## src/hw/psc_regs.vh

```
// constants of the strap configuration loader
`ifndef PSC_REGS_VH
`define PSC_REGS_VH
// ==========================================
// register byte addresses, index times four
`define PSC_IDX_CTRL    8'h00
`define PSC_IDX_ADV     8'h10
`define PSC_IDX_MODE    8'h48
`define PSC_IDX_STAT    8'h80
// ==========================================
// control, advertisement and mode field positions
`define PSC_CTL_SRST    15
`define PSC_CTL_SPEED   13
`define PSC_CTL_ANEG    12
`define PSC_CTL_ISO     10
`define PSC_CTL_DUPLEX  8
`define PSC_ADV_LSB     5
`define PSC_MODE_LSB    5
// ==========================================
// reset values, mode codes and scrambler seed pad
`define PSC_CTL_RST     4'h0
`define PSC_ADV_RST     4'h0
`define PSC_MODE_PD     3'h6
`define PSC_MODE_RPT    3'h5
`define PSC_SCR_PAD     6'h01
// ==========================================
// timing
`define PSC_CLK_MHZ     100
`define PSC_SRST_US     256
`define PSC_SRST_CYC    (`PSC_SRST_US * `PSC_CLK_MHZ)
`define PSC_REL_CYC     3'h4
`endif

```

## src/hw/psc_strap_loader.v

```verilog
// strap configuration loader with avalon register slave
//
// Decided for this implementation: the register addresses and the Avalon-MM interface to the registers.
`include "psc_regs.vh"

module psc_strap_loader #(
   parameter SOFT_RST_CYC = `PSC_SRST_CYC
) (
   input  wire        clk,
   input  wire        rst_n,
   input  wire [4:0]  strap_station_address,
   input  wire [2:0]  strap_mode,
   input  wire [7:0]  avs_address,
   input  wire        avs_read,
   input  wire        avs_write,
   input  wire [31:0] avs_writedata,
   input  wire [3:0]  avs_byteenable,
   input  wire        mgmt_frame_valid,
   input  wire [4:0]  mgmt_phy_addr,
   output reg  [31:0] avs_readdata,
   output reg         avs_waitrequest,
   output reg         mgmt_respond_q,
   output reg  [4:0]  station_address_q,
   output reg         speed_100_q,
   output reg         aneg_en_q,
   output reg         isolate_q,
   output reg         full_duplex_q,
   output reg  [3:0]  adv_q,
   output reg         crs_on_tx_q,
   output reg         repeater_q,
   output reg         power_down_q,
   output reg         soft_reset_q,
   output reg         config_valid_q,
   output reg         scr_bit_q
);

   localparam [31:0] SRST_LAST_W = SOFT_RST_CYC - 1;
   localparam [15:0] SRST_LAST   = SRST_LAST_W[15:0];

   // ==========================================
   // mode decode
   // control nibble in the order {ctl13, ctl12, ctl10, ctl8}
   function [3:0] preset_ctl;
      input [2:0] m;
      begin
         case (m)
            3'h0:    preset_ctl = 4'h0;
            3'h1:    preset_ctl = 4'h1;
            3'h2:    preset_ctl = 4'h8;
            3'h3:    preset_ctl = 4'h9;
            3'h4:    preset_ctl = 4'hc;
            3'h5:    preset_ctl = 4'hc;
            3'h6:    preset_ctl = 4'h0;
            // don't-care bits 13 and 8 come up set
            3'h7:    preset_ctl = 4'hd;
            default: preset_ctl = 4'h0;
         endcase
      end
   endfunction

   // advertisement nibble, bits 8..5
   function [3:0] preset_adv;
      input [2:0] m;
      begin
         case (m)
            3'h4:    preset_adv = 4'h4;
            3'h5:    preset_adv = 4'h4;
            3'h7:    preset_adv = 4'hf;
            default: preset_adv = 4'h0;
         endcase
      end
   endfunction

   // modes without an advertisement column leave adv_q alone
   function adv_loads;
      input [2:0] m;
      begin
         case (m)
            3'h4:    adv_loads = 1'b1;
            3'h5:    adv_loads = 1'b1;
            3'h7:    adv_loads = 1'b1;
            default: adv_loads = 1'b0;
         endcase
      end
   endfunction

   // carrier sense on transmit as well as receive
   // receive-only carrier sense is the default for the remaining codes
   function crs_tx;
      input [2:0] m;
      begin
         case (m)
            3'h0:    crs_tx = 1'b1;
            3'h2:    crs_tx = 1'b1;
            3'h4:    crs_tx = 1'b1;
            3'h7:    crs_tx = 1'b1;
            default: crs_tx = 1'b0;
         endcase
      end
   endfunction

   // register byte address match
   function hit;
      input [7:0] addr;
      input [7:0] offset;
      begin
         hit = (addr == offset);
      end
   endfunction

   // ==========================================
   // strap synchronizers
   // straps are static, so three flops per pin cost nothing and kill metastability
   reg [7:0] strap_s1_q;
   reg [7:0] strap_s2_q;
   reg [7:0] strap_s3_q;
   reg [7:0] strap_val_q;

   always @(posedge clk or negedge rst_n) begin
      if (!rst_n) begin
         strap_s1_q  <= 8'h00;
         strap_s2_q  <= 8'h00;
         strap_s3_q  <= 8'h00;
         strap_val_q <= 8'h00;
      end else begin
         strap_s1_q <= {strap_mode, strap_station_address};
         strap_s2_q <= strap_s1_q;
         strap_s3_q <= strap_s2_q;
         if (strap_s2_q == strap_s3_q) begin
            strap_val_q <= strap_s3_q;
         end
      end
   end

   // ==========================================
   // reset release sequencing
   // hold off the load until the strap chain has filled
   reg [2:0] rel_cnt_q;
   reg       load_q;

   always @(posedge clk or negedge rst_n) begin
      if (!rst_n) begin
         rel_cnt_q <= 3'h0;
         load_q    <= 1'b0;
      end else begin
         load_q <= 1'b0;
         if (rel_cnt_q != `PSC_REL_CYC) begin
            rel_cnt_q <= rel_cnt_q + 3'h1;
            if (rel_cnt_q == `PSC_REL_CYC - 3'h1) begin
               load_q <= 1'b1;
            end
         end
      end
   end

   // ==========================================
   // avalon slave
   // one wait cycle per access; the access acts where waitrequest is low
   wire req = avs_read | avs_write;
   wire acc = req & ~avs_waitrequest;
   wire wr  = acc & avs_write;
   wire we0 = wr & avs_byteenable[0];
   wire we1 = wr & avs_byteenable[1];

   reg [2:0] mode_reg_q;
   reg [15:0] srst_cnt_q;

   wire [15:0] ctrl_word = {soft_reset_q, 1'b0, speed_100_q, aneg_en_q, 1'b0,
                            isolate_q, 1'b0, full_duplex_q, 8'h00};
   wire [15:0] adv_word  = {7'h00, adv_q, 5'h00};
   wire [15:0] mode_word = {8'h00, mode_reg_q, station_address_q};
   wire [15:0] stat_word = {11'h000, config_valid_q, repeater_q, crs_on_tx_q,
                            soft_reset_q, power_down_q};

   // ==========================================
   // register read mux
   // unmapped offsets read as zero
   reg [15:0] rd_mux;

   always @* begin
      rd_mux = 16'h0000;
      case (avs_address)
         `PSC_IDX_CTRL: rd_mux = ctrl_word;
         `PSC_IDX_ADV:  rd_mux = adv_word;
         `PSC_IDX_MODE: rd_mux = mode_word;
         `PSC_IDX_STAT: rd_mux = stat_word;
         default:       rd_mux = 16'h0000;
      endcase
   end

   // ==========================================
   // register address decode
   wire hit_ctrl = hit(avs_address, `PSC_IDX_CTRL);
   wire hit_adv  = hit(avs_address, `PSC_IDX_ADV);
   wire hit_mode = hit(avs_address, `PSC_IDX_MODE);

   always @(posedge clk or negedge rst_n) begin
      if (!rst_n) begin
         avs_waitrequest <= 1'b1;
         avs_readdata    <= 32'h0000_0000;
      end else begin
         avs_waitrequest <= ~(req & avs_waitrequest);
         if (req & avs_waitrequest) begin
            avs_readdata <= avs_read ? {16'h0000, rd_mux} : 32'h0000_0000;
         end
      end
   end

   // ==========================================
   // configuration registers
   wire [2:0] strap_mode_val = strap_val_q[7:5];
   wire       srst_done      = soft_reset_q & (srst_cnt_q == SRST_LAST);
   wire       srst_start     = we1 & hit_ctrl & avs_writedata[`PSC_CTL_SRST];
   wire       ctl_wr         = we1 & hit_ctrl;
   wire       adv_wr         = wr & hit_adv & avs_byteenable[0] & avs_byteenable[1];
   wire       mode_wr        = we0 & hit_mode;

   // station address: written only by the strap load, never by software
   // config_valid marks the first cycle the presets are in place
   always @(posedge clk or negedge rst_n) begin
      if (!rst_n) begin
         station_address_q <= 5'h00;
         config_valid_q    <= 1'b0;
      end else if (load_q) begin
         station_address_q <= strap_val_q[4:0];
         config_valid_q    <= 1'b1;
      end
   end

   // mode field: strap load first, software may change it afterwards
   always @(posedge clk or negedge rst_n) begin
      if (!rst_n) begin
         mode_reg_q <= 3'h0;
      end else if (load_q) begin
         mode_reg_q <= strap_mode_val;
      end else if (mode_wr) begin
         mode_reg_q <= avs_writedata[`PSC_MODE_LSB +: 3];
      end
   end

   // control bits; a soft reset touches none of these, so straps never reach them again
   always @(posedge clk or negedge rst_n) begin
      if (!rst_n) begin
         {speed_100_q, aneg_en_q, isolate_q, full_duplex_q} <= `PSC_CTL_RST;
      end else if (load_q) begin
         {speed_100_q, aneg_en_q, isolate_q, full_duplex_q} <= preset_ctl(strap_mode_val);
      end else if (ctl_wr) begin
         speed_100_q   <= avs_writedata[`PSC_CTL_SPEED];
         aneg_en_q     <= avs_writedata[`PSC_CTL_ANEG];
         isolate_q     <= avs_writedata[`PSC_CTL_ISO];
         full_duplex_q <= avs_writedata[`PSC_CTL_DUPLEX];
      end
   end

   // advertisement; the write needs both byte lanes since the field straddles them
   always @(posedge clk or negedge rst_n) begin
      if (!rst_n) begin
         adv_q <= `PSC_ADV_RST;
      end else if (load_q) begin
         if (adv_loads(strap_mode_val)) begin
            adv_q <= preset_adv(strap_mode_val);
         end
      end else if (adv_wr) begin
         adv_q <= avs_writedata[`PSC_ADV_LSB +: 4];
      end
   end

   // carrier sense and repeater flags follow the strap code only
   always @(posedge clk or negedge rst_n) begin
      if (!rst_n) begin
         crs_on_tx_q <= 1'b0;
         repeater_q  <= 1'b0;
      end else if (load_q) begin
         crs_on_tx_q <= crs_tx(strap_mode_val);
         repeater_q  <= (strap_mode_val == `PSC_MODE_RPT);
      end
   end

   // power-down: a soft reset is the only way out, and only once the mode field moved
   always @(posedge clk or negedge rst_n) begin
      if (!rst_n) begin
         power_down_q <= 1'b0;
      end else if (load_q) begin
         power_down_q <= (strap_mode_val == `PSC_MODE_PD);
      end else if (srst_done & (mode_reg_q != `PSC_MODE_PD)) begin
         power_down_q <= 1'b0;
      end
   end

   // ==========================================
   // soft reset sequencer
   // a fresh write of bit 15 in the finishing cycle restarts the wait
   always @(posedge clk or negedge rst_n) begin
      if (!rst_n) begin
         soft_reset_q <= 1'b0;
         srst_cnt_q   <= 16'h0000;
      end else if (srst_start) begin
         soft_reset_q <= 1'b1;
         srst_cnt_q   <= 16'h0000;
      end else if (srst_done) begin
         soft_reset_q <= 1'b0;
         srst_cnt_q   <= 16'h0000;
      end else if (soft_reset_q) begin
         srst_cnt_q <= srst_cnt_q + 16'h0001;
      end
   end

   // ==========================================
   // management address match
   // an unconfigured part answers nobody, frames seen before the load are dropped
   always @(posedge clk or negedge rst_n) begin
      if (!rst_n) begin
         mgmt_respond_q <= 1'b0;
      end else begin
         mgmt_respond_q <= mgmt_frame_valid & config_valid_q &
                           (mgmt_phy_addr == station_address_q);
      end
   end

   // ==========================================
   // transmit scrambler, x^11 + x^9 + 1
   // the pad keeps the seed nonzero even at station address 0
   // held at its seed while a soft reset runs, so the sequence restarts cleanly
   reg [10:0] scr_q;

   always @(posedge clk or negedge rst_n) begin
      if (!rst_n) begin
         scr_q     <= 11'h000;
         scr_bit_q <= 1'b0;
      end else if (load_q) begin
         scr_q     <= {`PSC_SCR_PAD, strap_val_q[4:0]};
         scr_bit_q <= 1'b0;
      end else if (soft_reset_q) begin
         scr_q     <= {`PSC_SCR_PAD, station_address_q};
         scr_bit_q <= 1'b0;
      end else if (config_valid_q & ~power_down_q) begin
         scr_q     <= {scr_q[9:0], scr_q[10] ^ scr_q[8]};
         scr_bit_q <= scr_q[10];
      end
   end

endmodule

```

## config.mk

```make
export PLATFORM = sky130hd
export DESIGN_NAME = psc_strap_loader
export DESIGN_NICKNAME = d
export VERILOG_FILES = /design/src/hw/psc_strap_loader.v
export VERILOG_INCLUDE_DIRS = /design/src /design/src/hw
export SDC_FILE = /design/constraint.sdc
export NUM_CORES = 1
export LEC_CHECK = 0
export ABC_AREA = 1
export BUFFER_PORTS_ARGS = -buffer_cell sky130_fd_sc_hd__buf_4
export CORE_MARGIN = 3
export CORE_UTILIZATION = 58
export DETAILED_ROUTE_END_ITERATION = 7
export HOLD_SLACK_MARGIN = 0.1
export MAX_ROUTING_LAYER = met4
export PLACE_DENSITY = 0.95
export SETUP_SLACK_MARGIN = 0.15
export SYNTH_ARGS = -nofsm -noshare
export SYNTH_HDL_FRONTEND = slang
export SYNTH_SLANG_ARGS = --single-unit
```

## constraint.sdc

```tcl
create_clock -name clk -period 2.3 [get_ports clk]
set_clock_uncertainty 0.2 [all_clocks]
set_input_delay 0.46 -clock clk [delete_from_list [all_inputs] [get_ports clk]]
set_output_delay 0.46 -clock clk [all_outputs]
set_load 0.01 [all_outputs]
```

**After elaboration in Yosys (flattened, before gate mapping)**

Memories as Yosys holds them, arrays and structs flattened.
Cells that the tools add are included.

- Memory bits (read-only): 24
- Memories kept: 1
- Logic and storage cells: 110
- Flip-flop bits (word level): 119
- Output and inout bits: 53
- Input port bits: 62

Memories:

| memory | depth | width | rd ports | clocked after memory_dff | wr ports | line | RTL |
|---|---|---|---|---|---|---|---|
| (name not given) | 8 | 3 | 1 | 0 | 0 | psc_strap_loader.v:46 | `case (m)` |

- Eq/ne operators: 15
- Bitwise logic cells: 21
- Multiplexer cells: 34
- Add/sub/neg operators: 2
- Reduce and logical (&&, ||, !) cells: 13

Operators by type and width:

| cell | number |
|---|---|
| $mux 16 | 4 |
| $pmux 16 s4 | 1 |
| $mux 11 | 3 |
| $mux 1 | 20 |
| $add 16x1->16 const B | 1 |
| $and 1x1->1 | 16 |
| $eq 16x15->1 const B | 1 |
| $eq 3x3->1 const B | 4 |
| $mux 4 | 3 |
| $reduce_bool 2->1 | 5 |
| $eq 8x5->1 const B | 1 |
| $eq 8x7->1 const B | 1 |
| $eq 8x8->1 | 1 |
| $eq 8x8->1 const B | 1 |
| $logic_not 8->1 | 1 |
| $pmux 4 s2 | 1 |
| $eq 3x2->1 const B | 2 |
| $mux 3 | 2 |
| $ne 3x3->1 const B | 2 |
| $reduce_bool 3->1 | 2 |
| $eq 5x5->1 | 1 |
| $reduce_or 4->1 | 1 |
| $add 3x1->3 const B | 1 |
| $logic_not 3->1 | 1 |
| other kinds (7) | 9 |

**Logic depth before layout (Yosys ltp)**

- Depth after elaboration: 8
- Mapped depth: 9

**Worst setup path after synthesis**

OpenSTA, ideal clock, no wires.

- Kind: input -> register
- Start: input avs_address[3]
- End: register srst_cnt_q[11]
- Required time: 1.982 ns
- Arrival: 1.319 ns
- Path slack: 0.663 ns
- Path buffers: 1
- Cell stages on the path: 9
- Cells stage by stage: nor2_1 -> nand2_2 -> nor2_8 -> nand3_4 -> nand2_2 -> inv_2 -> buf_6 -> nand2_1 -> nand2_1

- Word-level cells in the longest chain between the ends: 4
- Elaborated cells between the ends (all ways): 5

RTL lines:

| item | line | RTL |
|---|---|---|
| start, declared | psc_strap_loader.v:13 | `input wire [7:0] avs_address,` |
| $logic_not 8->1 (*) | psc_strap_loader.v:107 | `hit = (addr == offset);` |
| $and 1x1->1 (*) (2 in series) | psc_strap_loader.v:213 | `` wire srst_start = we1 & hit_ctrl & avs_writedata[`PSC_CTL_SRST]; `` |
| $reduce_bool 3->1 (no line) or $mux 16 (tied branches) | n/a |  |
| end signal, assigned | psc_strap_loader.v:304 | `srst_cnt_q <= srst_cnt_q + 16'h0001;` |
| end, declared | psc_strap_loader.v:166 | `reg [15:0] srst_cnt_q;` |

Mark *: on every way between the ends. The rest lies on a longest branch, timed or not.
A chain may end at the register's enable or synchronous reset.

**Worst setup path after layout**

- Start: register srst_cnt_q[0]
- End: register srst_cnt_q[3]

- Word-level cells in the longest chain between the ends: 4
- Elaborated cells between the ends (all ways): 7

RTL lines:

| item | line | RTL |
|---|---|---|
| $add 16x1->16 or $eq 16x15->1 (tied branches) | psc_strap_loader.v:304, psc_strap_loader.v:212 |  |
| $mux 16 or $and 1x1->1 (tied branches) | psc_strap_loader.v:303, psc_strap_loader.v:212 |  |
| $mux 16 | psc_strap_loader.v:300 | `end else if (srst_done) begin` |
| $mux 16 | psc_strap_loader.v:297 | `end else if (srst_start) begin` |

Several ways; a longest one is shown, not always the timed one. The select of a mux whose other input is x is not followed.

==> results.json <==
{
  "setup.worst_path.end_class": "flip-flop",
  "dr.first_iter.drc_count": 268,
  "dpl_cell_area_mm2": 0.00533,
  "tns_ns": 0,
  "cp_common_cell": "nor2_1",
  "path_max_fanout": 7,
  "reg2regPathDepth": 8,
  "dr_wl_met2_um": 4970,
  "synth.most_common_cell": "nand2_1",
  "m1WireLength_um": 4110,
  "relSlewSlack_pct": 57.7,
  "ys_top_cells_by_area": "dfrtp_1, nand2_1, nand3_1, inv_1, buf_4",
  "crit-reg2reg-launch": "srst_cnt_q[0]",
  "synth_top_family_by_area": "simple AND/OR/NAND/NOR gates",
  "ir_drop_mv": 0.449,
  "nNetsFinal": 723,
  "wl_per_cell_um": 13.2,
  "numPlacedInstances": 739,
  "grt_pass1_wl_um": 16900,
  "setup_viol": 0,
  "regToRegSetupSlack_ns": 0.34,
  "synth_top_cell_area_share_pct": 52.2,
  "path_clk_slew_ns": 0.09,
  "pre_cts_slack_ns": 0.302,
  "stdcell_count": 763,
  "num_io_pins": 115,
  "dr_wl_met3_um": 792,
  "dieArea_mm2": 0.00931,
  "drc": 0,
  "htreeDepth": 3,
  "via_count": 4084,
  "n_fill_cell": 548,
  "ys.flop_type": "dfrtp_1",
  "cap_violations": 0,
  "final_area_mm2": 0.00559,
  "min-delay-start": "strap_s1_q[7]",
  "detail-route-antenna-nets": 0,
  "hold_depth": 0,
  "period_needed_ns": 1.96,
  "portBuffers": 69,
  "cts_sinks": 100,
  "synthDistinctLibCells": 36,
  "cellPowerDensity_mw_per_mm2": 615,
  "cp.arrival_ns": 2.06,
  "antennaDiodeCount": 0,
  "hp-class": "reg -> reg",
  "grt_pass1_vias": 4002,
  "yosys.area_share.xor_xnor_pct": 2.40,
  "synthSimpleGateAreaFrac_pct": 29.7,
  "seq_area_frac_synth_pct": 52.7,
  "reg2reg_to": "srst_cnt_q[3]",
  "clk_latency_ns": 0.36,
  "postSynthCellCount": 573,
  "via_per_inst": 5.35,
  "yosys_warnings": 0,
  "ys_ff_latch": 100,
  "core_mm2": 0.00785,
  "row_count": 32,
  "path_cells": "ha_1, nand2_1, nor2_1, nand3_1, nor2_1, nor2_1, nand3_1, nand2_1",
  "path_buf_inv": 0,
  "firstDrtPassIters": 5,
  "syn_avg_cell_area_um2": 8.29,
  "drive_gt1_share_pct": 16.2,
  "clockBufferDepth": 2,
  "startpoint_type": "flip-flop",
  "grt_max_degree": 54,
  "crit_type": "reg -> reg",
  "grt.overflow.total": 0,
  "finalHoldViolations": 0,
  "syn2layout_area_growth_pct": 17.8,
  "dpl.hpwl_um": 7370,
  "final_core_util_pct": 71.3,
  "ys_async_sr_fraction_pct": 100,
  "timing.fmax_mhz": 511,
  "required_ns": 2.40,
  "topRoutingLayerUsed": "met4",
  "slowest_stage": "nor2_1",
  "design_power_total_mw": 3.44,
  "place.gp.congestion": 0.906,
  "fin_ws_ns": 0.344,
  "die_x_um": 96.5,
  "whs_ns": 0.153,
  "regArea_mm2": 0.00250,
  "synth_commonest_cells": "nand2_1, dfrtp_1, nand3_1, inv_1, nor2_1",
  "synth_area_mm2": 0.00475,
  "cts_made_buffers": 9,
  "synth_compound_area_share_pct": 5.59,
  "synthAdderAreaFrac_pct": 1.05,
  "start_util_pct": 60.5,
  "antenna_found_initial": 0,
  "status": "finished clean",
  "grt_usage_pct": 23.7,
  "die_h_um": 96.5,
  "rsz0062_at_grt": "false",
  "yosysTopAreaCell": "dfrtp_1",
  "timing.hold.worst_endpoint": "strap_s2_q[7]",
  "cts_tree": "done",
  "cts_root_buffer": "clkbuf_8",
  "period_share_pct": 85.0,
  "cts_setup_buffers": 0,
  "leakagePower_nw": 3.00,
  "cp_top_family": "simple AND/OR/NAND/NOR gates",
  "worst_pin_slew_ns": 0.634,
  "wl_um": 10100,
  "synth_mux_area_share_pct": 0,
  "cpPeakStageDelay_ns": 0.44,
  "multi_input_area_mm2": 0.00191,
  "synth_edf_count": 0,
  "slew_violations": 0
}
==> timing repair <==
action,4_1_cts,5_1_grt
hold buffers,9,0
resized for setup,0,0
hold endpoints to repair,36,0
==> power breakdown <==
group / internal [mW] / total [mW] / switching [mW]
clock: 0.429 / 1.02 / 0.592
sequential: 1.91 / 2.00 / 0.0905
combinational: 0.185 / 0.421 / 0.236
total: 2.52 / 3.44 / 0.918
==> how the worst max path moves through the flow <==
| stage | end | cells past startpoint | startpoint | slack, ns |
|---|---|---|---|---|
| after floorplan | srst_cnt_q[11] | 9 | avs_address[3] | 0.66 |
| after global placement | srst_cnt_q[9] | 9 | avs_address[1] | 0.34 |
| after detailed placement | srst_cnt_q[14] | 9 | avs_address[1] | 0.30 |
| after CTS | srst_cnt_q[3] | 8 | srst_cnt_q[0] | 0.38 |
| after global routing | srst_cnt_q[3] | 8 | srst_cnt_q[0] | 0.20 |
| final | srst_cnt_q[3] | 8 | srst_cnt_q[0] | 0.34 |
==> cell type report <==
cell class | count | share of cell area (%)
sequential | 100 | 44.8
multi-input combinational | 407 | 34.2
timing repair buffer | 85 | 12.0
inverter | 54 | 3.62
clock buffer | 11 | 2.53
tap | 102 | 2.28
clock inverter | 4 | 0.604
==> state kept, by name (all words and copies together) (netlist names), 5 cells and up <==
name	count
strap_s2_q	8
srst_cnt_q	16
strap_s1_q	8
strap_s3_q	8
avs_readdata	13
station_address_q	5
scr_q	11
strap_val_q	8
==> layout by cell type (no fill, tap or decap), types with 6 or more instances in the layout <==
master         instances
a21oi_1                7
buf_4                 75
clkbuf_8              10
conb_1                19
dfrtp_1               99
dlygate4sd3_1          9
inv_1                 49
nand2_1              191
nand3_1               72
nand4_1                9
nor2_1                36
o21ai_0               15
o21ai_1                6
o22ai_1                6
xnor2_1                7
xor2_1                 6
==> cell families after synthesis <==
family,after synthesis
DFF,100
buffers and inverters,84
xor gates and xnor gates,13
other,1
and+or+nand+nor,325
AOI/OAI and AO/OA,46
adders and majority gates,4
==> metal layers <==
| layer | track usage, % | vias up |
|---|---|---|
| met4 | 9.00 | 0 |
| met1 | 27.8 | 1921 |
| met3 | 4.65 | 28 |
| met2 | 40.6 | 171 |
| li1 | - | 1964 |
| met5 | - | - |
Power figures use the tool's default switching activity.
